File: src/rtl/prr_pkg.sv
// Purpose: Constants and types for the peripheral register read-back block
// Assumes: Byte-wide register port, 16-bit byte addresses
// Notes: Overview of operation
package prr_pkg;
  localparam int PRR_PORTS = 8;
  localparam logic [15:0] PRR_CMP_HIGH = 16'hF774;
  localparam logic [15:0] PRR_CMP_LOW = 16'hF775;
  localparam logic [15:0] PRR_TIMER = 16'hFFB3;
  localparam logic [15:0] PRR_PW_CTRL = 16'hFFD0;
  localparam logic [15:0] PRR_PW_UPPER = 16'hFFD1;
  localparam logic [15:0] PRR_PW_LOWER = 16'hFFD2;
  localparam logic [15:0] PRR_CMP_SEL = 16'hF776;
  localparam logic [7:0] PRR_ALL_ONES = 8'hFF;
  localparam logic [7:0] PRR_ZERO = 8'h00;
  localparam logic [7:0] PRR_ONE = 8'h01;
  localparam logic [7:0] PRR_CMP_SEL_MASK = 8'h01;
  localparam logic [15:0] PRR_LATCH_ADDR [PRR_PORTS] = '{16'hFFD4, 16'hFFD5, 16'hFFD6,
    16'hFFD8, 16'hFFD9, 16'hFFDA, 16'hFFDB, 16'hFFDC};
  localparam logic [15:0] PRR_DIR_ADDR [PRR_PORTS] = '{16'hFFE4, 16'hFFE5, 16'hFFE6,
    16'hFFE8, 16'hFFE9, 16'hFFEA, 16'hFFEB, 16'hFFEC};

  typedef struct packed {
    logic [15:0] addr;
    logic [7:0] wdata;
    logic wr;
    logic rd;
  } prr_bus_s;

  typedef struct packed {
    logic [PRR_PORTS-1:0][7:0] latch;
    logic [PRR_PORTS-1:0][7:0] dir;
    logic [PRR_PORTS-1:0][7:0] pin_meta;
    logic [PRR_PORTS-1:0][7:0] pin_sync;
    logic [7:0] pw_ctrl;
    logic [7:0] pw_upper;
    logic [7:0] pw_lower;
    logic [7:0] cmp_a_high;
    logic [7:0] cmp_a_low;
    logic [7:0] cmp_b_high;
    logic [7:0] cmp_b_low;
    logic cmp_sel;
    logic [7:0] reload_value;
    logic [7:0] counter;
    logic [7:0] rdata;
  } prr_state_s;
endpackage : prr_pkg

File: src/rtl/prr_regs.sv
// Purpose: Peripheral register bank with shared and write-only addresses
// Assumes: One clock, synchronous active-low reset, pins synchronised here
// Notes: The timer counts down and reloads; compare select picks A or B
`timescale 1ns/1ps
`default_nettype none
module prr_regs
  import prr_pkg::*;
(
  input wire logic clk,
  input wire logic reset_n,
  input wire prr_bus_s bus,
  output logic [7:0] rdata,
  input wire logic [PRR_PORTS-1:0][7:0] pin_in,
  output logic [PRR_PORTS-1:0][7:0] pin_out,
  output logic [PRR_PORTS-1:0][7:0] pin_oe,
  output logic [7:0] pulse_width_control,
  output logic [15:0] pulse_width_value,
  output logic [15:0] compare_a,
  output logic [15:0] compare_b,
  output logic [7:0] reload_timer_counter
);
  prr_state_s s;
  prr_state_s next_s;
  logic [7:0] rd_mux;

  always_comb
  begin
    rd_mux = PRR_ZERO;
    for (int i = 0; i < PRR_PORTS; i++)
    begin
      if (bus.addr == PRR_LATCH_ADDR[i])
      begin
        rd_mux = (s.latch[i] & s.dir[i]) | (s.pin_sync[i] & ~s.dir[i]);
      end
      if (bus.addr == PRR_DIR_ADDR[i])
      begin
        rd_mux = PRR_ALL_ONES;
      end
    end
    unique case (bus.addr)
      PRR_PW_CTRL, PRR_PW_UPPER, PRR_PW_LOWER: rd_mux = PRR_ALL_ONES;
      PRR_TIMER: rd_mux = s.counter;
      PRR_CMP_HIGH: rd_mux = s.cmp_sel ? s.cmp_b_high : s.cmp_a_high;
      PRR_CMP_LOW: rd_mux = s.cmp_sel ? s.cmp_b_low : s.cmp_a_low;
      PRR_CMP_SEL: rd_mux = s.cmp_sel ? PRR_CMP_SEL_MASK : PRR_ZERO;
      default: ;
    endcase
  end

  always_comb
  begin
    next_s = s;
    next_s.pin_meta = pin_in;
    next_s.pin_sync = s.pin_meta;
    next_s.rdata = bus.rd ? rd_mux : PRR_ZERO;
    if (s.counter == PRR_ZERO)
    begin
      next_s.counter = s.reload_value;
    end
    else
    begin
      next_s.counter = s.counter - PRR_ONE;
    end
    if (bus.wr)
    begin
      // Read-modify-write by the core lands here as a full byte write
      for (int i = 0; i < PRR_PORTS; i++)
      begin
        if (bus.addr == PRR_LATCH_ADDR[i])
        begin
          next_s.latch[i] = bus.wdata;
        end
        if (bus.addr == PRR_DIR_ADDR[i])
        begin
          next_s.dir[i] = bus.wdata;
        end
      end
      unique case (bus.addr)
        PRR_PW_CTRL: next_s.pw_ctrl = bus.wdata;
        PRR_PW_UPPER: next_s.pw_upper = bus.wdata;
        PRR_PW_LOWER: next_s.pw_lower = bus.wdata;
        PRR_TIMER: next_s.reload_value = bus.wdata;
        PRR_CMP_HIGH:
        begin
          if (s.cmp_sel)
          begin
            next_s.cmp_b_high = bus.wdata;
          end
          else
          begin
            next_s.cmp_a_high = bus.wdata;
          end
        end
        PRR_CMP_LOW:
        begin
          if (s.cmp_sel)
          begin
            next_s.cmp_b_low = bus.wdata;
          end
          else
          begin
            next_s.cmp_a_low = bus.wdata;
          end
        end
        PRR_CMP_SEL: next_s.cmp_sel = |(bus.wdata & PRR_CMP_SEL_MASK);
        default: ;
      endcase
    end
  end

  always_ff @(posedge clk)
  begin
    if (!reset_n)
    begin
      s <= '0;
    end
    else
    begin
      s <= next_s;
    end
  end

  generate
    for (genvar g = 0; g < PRR_PORTS; g++)
    begin : g_port
      assign pin_out[g] = s.latch[g];
      assign pin_oe[g] = s.dir[g];
    end
  endgenerate

  assign rdata = s.rdata;
  assign pulse_width_control = s.pw_ctrl;
  assign pulse_width_value = {s.pw_upper, s.pw_lower};
  assign compare_a = {s.cmp_a_high, s.cmp_a_low};
  assign compare_b = {s.cmp_b_high, s.cmp_b_low};
  assign reload_timer_counter = s.counter;

  // Assertions
  write_only_ones_a: assert property (@(posedge clk) disable iff (!reset_n)
    bus.rd && (bus.addr == PRR_DIR_ADDR[2] || bus.addr == PRR_PW_CTRL)
    |=> rdata == PRR_ALL_ONES)
    else $error("write-only register did not read as all ones");
  dir_to_oe_a: assert property (@(posedge clk) disable iff (!reset_n)
    bus.wr && bus.addr == PRR_DIR_ADDR[2] |=> pin_oe[2] == $past(bus.wdata))
    else $error("direction write did not reach output enable");
  latch_to_pin_a: assert property (@(posedge clk) disable iff (!reset_n)
    bus.wr && bus.addr == PRR_LATCH_ADDR[0] |=> pin_out[0] == $past(bus.wdata))
    else $error("latch write did not reach pin output");
  bit_clear_rmw_a: assert property (@(posedge clk) disable iff (!reset_n)
    bus.wr && bus.addr == PRR_DIR_ADDR[1] |=> s.dir[1] == $past(bus.wdata))
    else $error("full byte write-back not stored");
  port_read_mix_a: assert property (@(posedge clk) disable iff (!reset_n)
    bus.rd && bus.addr == PRR_LATCH_ADDR[2]
    |=> rdata == (($past(s.latch[2]) & $past(s.dir[2])) |
      ($past(s.pin_sync[2]) & ~$past(s.dir[2]))))
    else $error("port read did not mix pins and latch");
  port_out_latch_a: assert property (@(posedge clk) disable iff (!reset_n)
    bus.rd && bus.addr == PRR_LATCH_ADDR[3] && s.dir[3] == PRR_ALL_ONES
    |=> rdata == $past(s.latch[3]))
    else $error("output port read not latch");
  timer_read_count_a: assert property (@(posedge clk) disable iff (!reset_n)
    bus.rd && bus.addr == PRR_TIMER |=> rdata == $past(s.counter))
    else $error("timer read not live count");
  timer_write_reload_a: assert property (@(posedge clk) disable iff (!reset_n)
    bus.wr && bus.addr == PRR_TIMER |=> s.reload_value == $past(bus.wdata))
    else $error("timer write did not set reload");
  compare_shared_a: assert property (@(posedge clk) disable iff (!reset_n)
    bus.wr && bus.addr == PRR_CMP_HIGH && s.cmp_sel
    |=> compare_b[15:8] == $past(bus.wdata) && $stable(compare_a))
    else $error("compare high write went to wrong register");
  pw_wo_ones_a: assert property (@(posedge clk) disable iff (!reset_n)
    bus.rd && bus.addr == PRR_PW_UPPER |=> rdata == PRR_ALL_ONES)
    else $error("pulse width byte not read as ones");
  byte_read_once_a: assert property (@(posedge clk) disable iff (!reset_n)
    !bus.rd |=> rdata == PRR_ZERO)
    else $error("read data stood outside its cycle");

  pw_ctrl_write_a: assert property (@(posedge clk) disable iff (!reset_n)
    bus.wr && bus.addr == PRR_PW_CTRL
    |=> pulse_width_control == $past(bus.wdata))
    else $error("pulse width control write not stored");

  pw_upper_write_a: assert property (@(posedge clk) disable iff (!reset_n)
    bus.wr && bus.addr == PRR_PW_UPPER
    |=> pulse_width_value[15:8] == $past(bus.wdata))
    else $error("pulse width upper write not stored");

  pw_lower_write_a: assert property (@(posedge clk) disable iff (!reset_n)
    bus.wr && bus.addr == PRR_PW_LOWER
    |=> pulse_width_value[7:0] == $past(bus.wdata))
    else $error("pulse width lower write not stored");

  pw_ctrl_ones_a: assert property (@(posedge clk) disable iff (!reset_n)
    bus.rd && bus.addr == PRR_PW_CTRL
    |=> rdata == PRR_ALL_ONES)
    else $error("pulse width control not read as ones");

  pw_lower_ones_a: assert property (@(posedge clk) disable iff (!reset_n)
    bus.rd && bus.addr == PRR_PW_LOWER
    |=> rdata == PRR_ALL_ONES)
    else $error("pulse width lower not read as ones");

  pw_ctrl_hold_a: assert property (@(posedge clk) disable iff (!reset_n)
    !(bus.wr && bus.addr == PRR_PW_CTRL)
    |=> $stable(pulse_width_control))
    else $error("pulse width control changed without write");

  pw_value_hold_a: assert property (@(posedge clk) disable iff (!reset_n)
    !(bus.wr && (bus.addr == PRR_PW_UPPER || bus.addr == PRR_PW_LOWER))
    |=> $stable(pulse_width_value))
    else $error("pulse width value changed without write");

  write_only_kept_a: assert property (@(posedge clk) disable iff (!reset_n)
    bus.rd && bus.addr == PRR_PW_CTRL
    |=> $stable(pulse_width_control))
    else $error("read disturbed write-only register");

  counter_reload_a: assert property (@(posedge clk) disable iff (!reset_n)
    s.counter == PRR_ZERO
    |=> reload_timer_counter == $past(s.reload_value))
    else $error("counter did not reload at zero");

  counter_step_a: assert property (@(posedge clk) disable iff (!reset_n)
    s.counter != PRR_ZERO
    |=> reload_timer_counter == $past(s.counter) - PRR_ONE)
    else $error("counter did not step down");

  timer_write_count_a: assert property (@(posedge clk) disable iff (!reset_n)
    bus.wr && bus.addr == PRR_TIMER && s.counter != PRR_ZERO
    |=> reload_timer_counter == $past(s.counter) - PRR_ONE)
    else $error("timer write reached the counter");

  reload_hold_a: assert property (@(posedge clk) disable iff (!reset_n)
    !(bus.wr && bus.addr == PRR_TIMER)
    |=> $stable(s.reload_value))
    else $error("reload value changed without write");

  timer_read_keep_a: assert property (@(posedge clk) disable iff (!reset_n)
    bus.rd && bus.addr == PRR_TIMER
    |=> $stable(s.reload_value))
    else $error("timer read disturbed reload value");

  cmp_a_high_write_a: assert property (@(posedge clk) disable iff (!reset_n)
    bus.wr && bus.addr == PRR_CMP_HIGH && !s.cmp_sel
    |=> compare_a[15:8] == $past(bus.wdata))
    else $error("compare A high write not stored");

  cmp_b_keep_a: assert property (@(posedge clk) disable iff (!reset_n)
    bus.wr && bus.addr == PRR_CMP_HIGH && !s.cmp_sel
    |=> $stable(compare_b))
    else $error("compare A write disturbed compare B");

  cmp_a_low_write_a: assert property (@(posedge clk) disable iff (!reset_n)
    bus.wr && bus.addr == PRR_CMP_LOW && !s.cmp_sel
    |=> compare_a[7:0] == $past(bus.wdata))
    else $error("compare A low write not stored");

  cmp_b_low_write_a: assert property (@(posedge clk) disable iff (!reset_n)
    bus.wr && bus.addr == PRR_CMP_LOW && s.cmp_sel
    |=> compare_b[7:0] == $past(bus.wdata))
    else $error("compare B low write not stored");

  cmp_high_read_a: assert property (@(posedge clk) disable iff (!reset_n)
    bus.rd && bus.addr == PRR_CMP_HIGH
    |=> rdata == ($past(s.cmp_sel) ? $past(compare_b[15:8]) : $past(compare_a[15:8])))
    else $error("compare high read wrong byte");

  cmp_low_read_a: assert property (@(posedge clk) disable iff (!reset_n)
    bus.rd && bus.addr == PRR_CMP_LOW
    |=> rdata == ($past(s.cmp_sel) ? $past(compare_b[7:0]) : $past(compare_a[7:0])))
    else $error("compare low read wrong byte");

  cmp_sel_write_a: assert property (@(posedge clk) disable iff (!reset_n)
    bus.wr && bus.addr == PRR_CMP_SEL
    |=> s.cmp_sel == |($past(bus.wdata) & PRR_CMP_SEL_MASK))
    else $error("compare select write not stored");

  cmp_sel_read_a: assert property (@(posedge clk) disable iff (!reset_n)
    bus.rd && bus.addr == PRR_CMP_SEL
    |=> rdata == ($past(s.cmp_sel) ? PRR_CMP_SEL_MASK : PRR_ZERO))
    else $error("compare select read wrong");

  cmp_hold_a: assert property (@(posedge clk) disable iff (!reset_n)
    !(bus.wr && (bus.addr == PRR_CMP_HIGH || bus.addr == PRR_CMP_LOW))
    |=> $stable(compare_a) && $stable(compare_b))
    else $error("compare changed without write");

  cmp_sel_hold_a: assert property (@(posedge clk) disable iff (!reset_n)
    !(bus.wr && bus.addr == PRR_CMP_SEL)
    |=> $stable(s.cmp_sel))
    else $error("compare select changed without write");

  write_no_data_a: assert property (@(posedge clk) disable iff (!reset_n)
    bus.wr
    |=> rdata == PRR_ZERO)
    else $error("write produced read data");

  reset_outputs_a: assert property (@(posedge clk)
    !reset_n
    |=> pin_oe == '0 && pin_out == '0 && rdata == PRR_ZERO)
    else $error("pins driven after reset");

  reset_values_a: assert property (@(posedge clk)
    !reset_n
    |=> reload_timer_counter == PRR_ZERO && pulse_width_control == PRR_ZERO && compare_a == '0)
    else $error("registers not cleared by reset");

  // Checks per port
  generate
    for (genvar g = 0; g < PRR_PORTS; g++)
    begin : g_port_chk
      latch_write_a: assert property (@(posedge clk) disable iff (!reset_n)
        bus.wr && bus.addr == PRR_LATCH_ADDR[g]
        |=> pin_out[g] == $past(bus.wdata))
        else $error("latch write not on pin output");

      dir_write_a: assert property (@(posedge clk) disable iff (!reset_n)
        bus.wr && bus.addr == PRR_DIR_ADDR[g]
        |=> pin_oe[g] == $past(bus.wdata))
        else $error("direction write not on output enable");

      dir_read_ones_a: assert property (@(posedge clk) disable iff (!reset_n)
        bus.rd && bus.addr == PRR_DIR_ADDR[g]
        |=> rdata == PRR_ALL_ONES)
        else $error("direction read not all ones");

      input_bits_pin_a: assert property (@(posedge clk) disable iff (!reset_n)
        bus.rd && bus.addr == PRR_LATCH_ADDR[g]
        |=> (rdata & ~$past(pin_oe[g])) == ($past(s.pin_sync[g]) & ~$past(pin_oe[g])))
        else $error("input bits not read from pins");

      output_bits_latch_a: assert property (@(posedge clk) disable iff (!reset_n)
        bus.rd && bus.addr == PRR_LATCH_ADDR[g]
        |=> (rdata & $past(pin_oe[g])) == ($past(pin_out[g]) & $past(pin_oe[g])))
        else $error("output bits not read from latch");

      meta_capture_a: assert property (@(posedge clk) disable iff (!reset_n)
        1'b1
        |=> s.pin_meta[g] == $past(pin_in[g]))
        else $error("first pin stage missed input");

      sync_capture_a: assert property (@(posedge clk) disable iff (!reset_n)
        1'b1
        |=> s.pin_sync[g] == $past(s.pin_meta[g]))
        else $error("second pin stage missed first");

      latch_hold_a: assert property (@(posedge clk) disable iff (!reset_n)
        !(bus.wr && bus.addr == PRR_LATCH_ADDR[g])
        |=> $stable(pin_out[g]))
        else $error("latch changed without write");

      dir_hold_a: assert property (@(posedge clk) disable iff (!reset_n)
        !(bus.wr && bus.addr == PRR_DIR_ADDR[g])
        |=> $stable(pin_oe[g]))
        else $error("direction changed without write");

      latch_read_keep_a: assert property (@(posedge clk) disable iff (!reset_n)
        bus.rd && bus.addr == PRR_LATCH_ADDR[g]
        |=> $stable(pin_out[g]))
        else $error("port read disturbed latch");

      dir_read_keep_a: assert property (@(posedge clk) disable iff (!reset_n)
        bus.rd && bus.addr == PRR_DIR_ADDR[g]
        |=> $stable(pin_oe[g]))
        else $error("direction read disturbed register");
    end
  endgenerate

  cov_dir_write_c: cover property (@(posedge clk) bus.wr && bus.addr == PRR_DIR_ADDR[2]);
  cov_port_read_c: cover property (@(posedge clk) bus.rd && bus.addr == PRR_LATCH_ADDR[2]);
  cov_timer_reload_c: cover property (@(posedge clk) s.counter == PRR_ZERO);
  cov_cmp_b_c: cover property (@(posedge clk) bus.wr && bus.addr == PRR_CMP_LOW && s.cmp_sel);
endmodule : prr_regs
`default_nettype wire

File: config.mk
export PLATFORM = sky130hd
export DESIGN_NAME = prr_regs
export DESIGN_NICKNAME = d
export VERILOG_FILES = /design/src/rtl/prr_pkg.sv /design/src/rtl/prr_regs.sv
export SDC_FILE = /design/constraint.sdc
export NUM_CORES = 1
export LEC_CHECK = 0
export BUFFER_PORTS_ARGS = -buffer_cell sky130_fd_sc_hd__buf_2
export CAP_MARGIN = 10
export CORE_ASPECT_RATIO = 2
export CORE_MARGIN = 3
export CORE_UTILIZATION = 40
export CTS_CLUSTER_DIAMETER = 100
export DETAILED_ROUTE_END_ITERATION = 16
export PLACE_DENSITY = 0.61
export SYNTH_ARGS = -nofsm -noshare
export SYNTH_HDL_FRONTEND = slang
export SYNTH_SLANG_ARGS = --single-unit
File: constraint.sdc
create_clock -name clk -period 2.4 [get_ports clk]
set_input_delay 0.24 -clock clk [delete_from_list [all_inputs] [get_ports clk]]
set_output_delay 0.24 -clock clk [all_outputs]
set_load 0.05 [all_outputs]
# Word level (Yosys, flattened, before mapping)
# Index checks and enable logic that the tools add are counted.
[totals]
input_bits = 92
elab_cells = 149
out_inout_bits = 200
reg_bits = 337
[classes]
n_eq_ne = 23
n_addsub = 1
n_reduce_logical = 28
bitwise = 33
mux = 21
[op_table]
columns = ["op", "count"]
rows = [
  ["16-bit == test (second input constant)", 23],
  ["8-bit two-way mux", 19],
  ["8-bit bitwise AND", 16],
  ["8-bit NOT", 8],
  ["8-bit bitwise OR", 8],
  ["2-bit AND reduction", 22],
  ["8-bit one-hot mux with 5 select lines", 1],
  ["3-bit AND reduction", 4],
  ["8-bit zero test", 1],
  ["8-bit by 1-bit subtractor with 8-bit output (second input constant)", 1],
  ["3-bit OR reduction", 1],
  ["1-bit two-way mux", 1],
  ["1-bit NOT", 1],
]

# Longest topological paths before layout
[depth]
depth_word = 20
ltp_mapped = 8
ltp_nobuf = 7

# Worst setup path after synthesis
# Ideal clock, no wire load.
[synth_timing]
kind = "input -> register"
start = "input port bus[21] (netlist bit)"
end = "register s (netlist bit compare_b[7])"
setup_time_ps = 116
n_path_buf = 1
slack_ps = 538
t_required_ps = 2284
stages = 5
t_arrival_ps = 1746
path_cell_list = "or3b_1 nor4_4 nand4_1 buf_2 a31o_2"
[synth_between]
elab_chain_len = 2
[synth_lines]
columns = ["item", "line", "source"]
rows = [
  ["start: declaration", "prr_regs.sv:11", "input wire prr_bus_s bus,"],
  ["16-bit == test", "prr_regs.sv:78", "unique case (bus.addr)"],
  ["3-bit AND reduction (no line)", "--", ""],
  ["end signal: assignment", "prr_regs.sv:119", "s <= next_s;"],
  ["end: declaration", "prr_regs.sv:22", "prr_state_s s;"],
]
# Every way passes these cells.
# A chain may end at the register's enable or synchronous reset.

# Worst setup path after layout
[layout_timing]
start = "register s (netlist bit pin_oe[29])"
end = "register s (netlist bit rdata[5])"
[layout_between]
elab_chain_len = 14
elab_cells_between_ends = 15
cone_classes = "mux (11); bitwise (4)"
[layout_lines]
columns = ["item", "line", "source"]
rows = [
  ["8-bit NOT", "prr_regs.sv:33", "rd_mux = (s.latch[i] & s.dir[i]) | (s.pin_sync[i] & ~s.dir[i]);"],
  ["8-bit bitwise AND", "prr_regs.sv:33", ""],
  ["8-bit bitwise OR *", "prr_regs.sv:33", ""],
  ["8-bit two-way mux *", "prr_regs.sv:31", "if (bus.addr == PRR_LATCH_ADDR[i])"],
  ["8-bit two-way mux *", "prr_regs.sv:35", "if (bus.addr == PRR_DIR_ADDR[i])"],
  ["8-bit two-way mux *", "prr_regs.sv:31", ""],
  ["8-bit two-way mux *", "prr_regs.sv:35", ""],
  ["8-bit two-way mux *", "prr_regs.sv:31", ""],
  ["8-bit two-way mux *", "prr_regs.sv:35", ""],
  ["8-bit two-way mux *", "prr_regs.sv:31", ""],
  ["8-bit two-way mux *", "prr_regs.sv:35", ""],
  ["8-bit two-way mux *", "prr_regs.sv:31", ""],
  ["8-bit two-way mux *", "prr_regs.sv:35", ""],
  ["8-bit one-hot mux with 5 select lines *", "prr_regs.sv:40", "unique case (bus.addr)"],
]
# Mark *: on every way between the ends. The rest lies on a longest branch, timed or not.

==> run summary <==
STATUS
-----------------------------------------------------------------------------------------------
Status ........................................................................... complete, no violations

POWER AND IR DROP
-----------------------------------------------------------------------------------------------
Total design power ...............................................................     0.0124 W
Static power due to leakage ......................................................      7.30 nW
Peak supply drop .................................................................     0.546 mV
PwrDens ..........................................................................   759 mW/mm²

CLOCK TREE
-----------------------------------------------------------------------------------------------
Clock input transition at the sequential cells of the worst setup and hold paths .      0.07 ns
Number of buffers inserted during clock tree synthesis ...........................           31
Number of H-tree branching levels ................................................            1
Maximum root-to-sink buffer count ................................................            3
Post-CTS repair timing setup buffer count ........................................            0
Number of sinks handled by clock tree synthesis ..................................          337
Clock tree from TritonCTS ........................................................         done
Insertion delay of the later-clocked pin in the worst-skew pair ..................      0.57 ns
Cell at the root of the clock tree ............................................... sky130_fd_sc_hd__clkbuf_16

DIE
-----------------------------------------------------------------------------------------------
Floorplan Core Area ..............................................................   0.0344 mm²
Die Span X .......................................................................       138 µm
Die Ht ...........................................................................       270 µm
I/O pin total ....................................................................          292
Die area .........................................................................   0.0373 mm²
Cell Rows ........................................................................           96
Starting Density .................................................................        0.406

TIMING
-----------------------------------------------------------------------------------------------
Worst Max-Slew Pin Slew ..........................................................     0.988 ns
Number of pins with negative max-slew slack in the final report ..................            0
Number of hold violations in the final report ....................................            0
Layout Skew ......................................................................   0.00995 ns
Shortest clock period the worst path allows after layout .........................      1.87 ns
Max-Slew Margin vs Limit .........................................................        0.341
Max Clock Freq ...................................................................    0.536 GHz
RSZ-0062 raised after global routing .............................................           no
Count of final setup violators ...................................................            0
Final sum of negative setup slack ................................................         0 ns
Period utilization ...............................................................        0.777

CRITICAL PATH
-----------------------------------------------------------------------------------------------
Total buffers and inverters traversed by the critical path .......................            0
Worst-path cell chain ............................................................ mux2i_1 > a22oi_1 > and3_1 > o31a_1 > a2bb2oi_1
Cell count along the critical path ...............................................            5
Worst Reg-to-Reg Cells ...........................................................            5
Slowest-stage cell, CP ........................................................... sky130_fd_sc_hd__mux2i_1
Crit path capture type ...........................................................     register
CP Data Required Time ............................................................      2.86 ns
Delay of the slowest cell on the worst path ......................................      0.54 ns
Arrival time at the worst endpoint ...............................................      2.32 ns
Delay-heaviest family, CP ........................................................ compound AO/OA/AOI/OAI gates
Highest net fanout along the worst path ..........................................            3
Startpoint class of the critical path ............................................     register
WS Path Type .....................................................................   reg -> reg

JOB
-----------------------------------------------------------------------------------------------
Max-cap viol count ...............................................................            0

FINAL LAYOUT
-----------------------------------------------------------------------------------------------
Diodes inserted ..................................................................            0
Signed area change from the synthesized netlist to the final layout ..............        16.8%
Proportion of layout cells with a drive suffix above 1 ...........................        0.259
Net count reported at finish .....................................................         1675

PLACE
-----------------------------------------------------------------------------------------------
Post-DP HPWL .....................................................................     31500 µm
Port Buffer Count ................................................................          291
Final estimated routing congestion in global placement ...........................        0.856

DETAILED ROUTING
-----------------------------------------------------------------------------------------------
Iteration-0 DRC count of the detailed router .....................................          467
Via density ......................................................................         4.99
ANT nets after route .............................................................            0
Routed wire length ...............................................................     42700 µm
Total number of vias .............................................................        10200
Average wire length per cell after detail routing ................................      20.9 µm
DRC Markers ......................................................................            0
First-pass detailed-route iteration total ........................................            5

SYNTH
-----------------------------------------------------------------------------------------------
Seq/Total Area, Yosys ............................................................        0.484
Number of warnings printed during yosys synthesis ................................            0
Number of synthesized register bits ..............................................          337
Area of the mapped netlist .......................................................   0.0140 mm²
Count of distinct cell types in the synthesized netlist ..........................           43
Share of Yosys cell area claimed by the top area cell type .......................        0.484
Leading cell types by total area after synthesis ................................. sky130_fd_sc_hd__dfxtp_1, sky130_fd_sc_hd__mux2i_1, sky130_fd_sc_hd__buf_4
Mapped Cells .....................................................................         1431
Post-Syn Nets ....................................................................         1525
Post-synthesis cell type with the largest combined area .......................... sky130_fd_sc_hd__dfxtp_1
Synthesized area divided by synthesized cell count ...............................     9.75 µm²

HOLD PATH
-----------------------------------------------------------------------------------------------
Cell count of the worst hold path ................................................            3
Worst min-delay path category ....................................................    in -> reg

GRT
-----------------------------------------------------------------------------------------------
GRT Util Overall .................................................................        0.218
Antenna violations before repair .................................................            0
Number of global-route vias before repair ........................................        10100
First-pass GRT wire length .......................................................     62800 µm
GRT Residual Overflow ............................................................            0
Pin count of the biggest net entering global routing .............................          152

[cells by family (layout without fill, tap and decap cells)]
group | Yosys count | count (layout) | synth area share
and+or+nand+nor | 444 | 444 | 0.177
DFF | 337 | 337 | 0.484
buffers and inverters | 294 | 467 | 0.134
AOI/OAI and AO/OA | 189 | 189 | 0.0859
muxes | 160 | 160 | 0.115
xor gates and xnor gates | 5 | 5 | 0.00314
adders and majority gates | 2 | 2 | 0.00179
[repair_timing]
item | in CTS | in global routing
hold buffers | 65 | 0
resized for setup | 0 | 0
endpoints found under the hold margin | 65 | 0
[state kept, by name, indices dropped and copies added (netlist names)]
signal and cells:
reload_timer_counter 8, next_s 64, rdata 8, compare_b 16
pin_out 64, s 73, pulse_width_control 8, compare_a 16
pin_oe 64, pulse_width_value 16
[layout by cell type, fill, tap and decap left out, types with 3 or more instances in the layout]
cell type / synthesis / routed
sky130_fd_sc_hd__buf_4: 201 / 49
sky130_fd_sc_hd__nand3_1: 103 / 103
sky130_fd_sc_hd__clkinv_2: 0 / 4
sky130_fd_sc_hd__o211a_1: 8 / 8
sky130_fd_sc_hd__inv_1: 4 / 4
sky130_fd_sc_hd__bufinv_16: 0 / 5
sky130_fd_sc_hd__a21boi_0: 8 / 8
sky130_fd_sc_hd__clkbuf_8: 0 / 11
sky130_fd_sc_hd__mux2i_1: 160 / 160
sky130_fd_sc_hd__a2bb2oi_1: 7 / 7
sky130_fd_sc_hd__buf_2: 6 / 290
sky130_fd_sc_hd__and3_1: 9 / 9
sky130_fd_sc_hd__o31a_1: 8 / 8
sky130_fd_sc_hd__and2_1: 132 / 132
sky130_fd_sc_hd__nand4_1: 19 / 19
sky130_fd_sc_hd__dlygate4sd3_1: 0 / 65
sky130_fd_sc_hd__a22oi_1: 15 / 15
sky130_fd_sc_hd__dfxtp_1: 337 / 337
sky130_fd_sc_hd__or3_1: 3 / 3
sky130_fd_sc_hd__nor2b_1: 69 / 69
sky130_fd_sc_hd__clkbuf_16: 0 / 31
sky130_fd_sc_hd__xnor2_1: 3 / 3
sky130_fd_sc_hd__o22ai_1: 24 / 24
sky130_fd_sc_hd__o21ai_0: 98 / 98
sky130_fd_sc_hd__a31o_2: 15 / 15
sky130_fd_sc_hd__nand2_1: 65 / 65
sky130_fd_sc_hd__nor4_1: 5 / 4
sky130_fd_sc_hd__nor2_1: 25 / 25
[cell usage after synthesis (all sizes together)]
cell and n:
a31o 15, nor4 7, nor2b 69, or3 3, a22oi 15, and4 1
inv 4, o22ai 24, o31a 8, and2 132, xor2 2, or2b 1
o22a 1, nand4 19, mux2i 160, a31oi 2, o211a 8, nand3 103
o2111ai 1, clkbuf 75, a21oi 1, and3 10, nand2b 2, a21boi 8
nand2 66, o21a 1, ha 2, buf 215, o21ai 98, a2bb2oi 7
nor2 25, dfxtp 337, xnor2 3, or3b 1, nand4b 1, nor3 2
nand3b 2
[path summary, 6_finish.rpt]
kind | from | endpoint | slack [ns]
worst min-delay path | bus[9] | pin_oe[63]$_SDFFE_PN0P_ | 0.07
worst max-delay path | pin_oe[29]$_SDFFE_PN0P_ | rdata[5]$_SDFF_PN0_ | 0.53
worst min register to register | next_s[113]$_SDFF_PN0_ | s[113]$_SDFF_PN0_ | 0.43
worst max register to register | pin_oe[29]$_SDFFE_PN0P_ | rdata[5]$_SDFF_PN0_ | 0.53
[layer usage]
metal	share of wire	global-route usage
met3	0.044	0.0301
met4	0.053	0.109
met5	0	0
met2	0.55	0.427
met1	0.35	0.221
[power by group]
part           internal (W)  switching (W)  leakage (nW)
Sequential          0.00574       0.000106          2.74
Combinational      0.000455       0.000703          4.00
Clock               0.00321        0.00216         0.552
[worst register-to-register path, cell delays in order, from the launching register on]
cell	delay (ns)
sky130_fd_sc_hd__dfxtp_1	0.37
sky130_fd_sc_hd__mux2i_1	0.54
sky130_fd_sc_hd__a22oi_1	0.14
sky130_fd_sc_hd__and3_1	0.27
sky130_fd_sc_hd__o31a_1	0.30
sky130_fd_sc_hd__a2bb2oi_1	0.14
[cell type report]
class | count | area (µm²)
fill | 3317 | 18100
multi-input combinational | 800 | 5340
clock buffer | 43 | 921
inverter | 4 | 15.0
timing repair buffer | 407 | 2520
clock inverter | 13 | 203
sequential | 337 | 6750
tap | 441 | 552
[stage by stage]
stage / utilization / hold slack [ns] / setup WS [ns] / std cells / cell area [µm²]
finish: 0.474 / 0.0673 / 0.535 / 2045 / 16300
global route: 0.474 / 0.0822 / 0.417 / 2045 / 16300
CTS: 0.474 / 0.0399 / 0.561 / 2045 / 16300
detailed placement: 0.423 / 0.419 / 0.141 / 1924 / 14500
global placement: 0.423 / 0.415 / 0.176 / 1924 / 14500
floorplan: - / 0.367 / 0.538 / 1431 / 14000
Power figures use the tool's default switching activity.
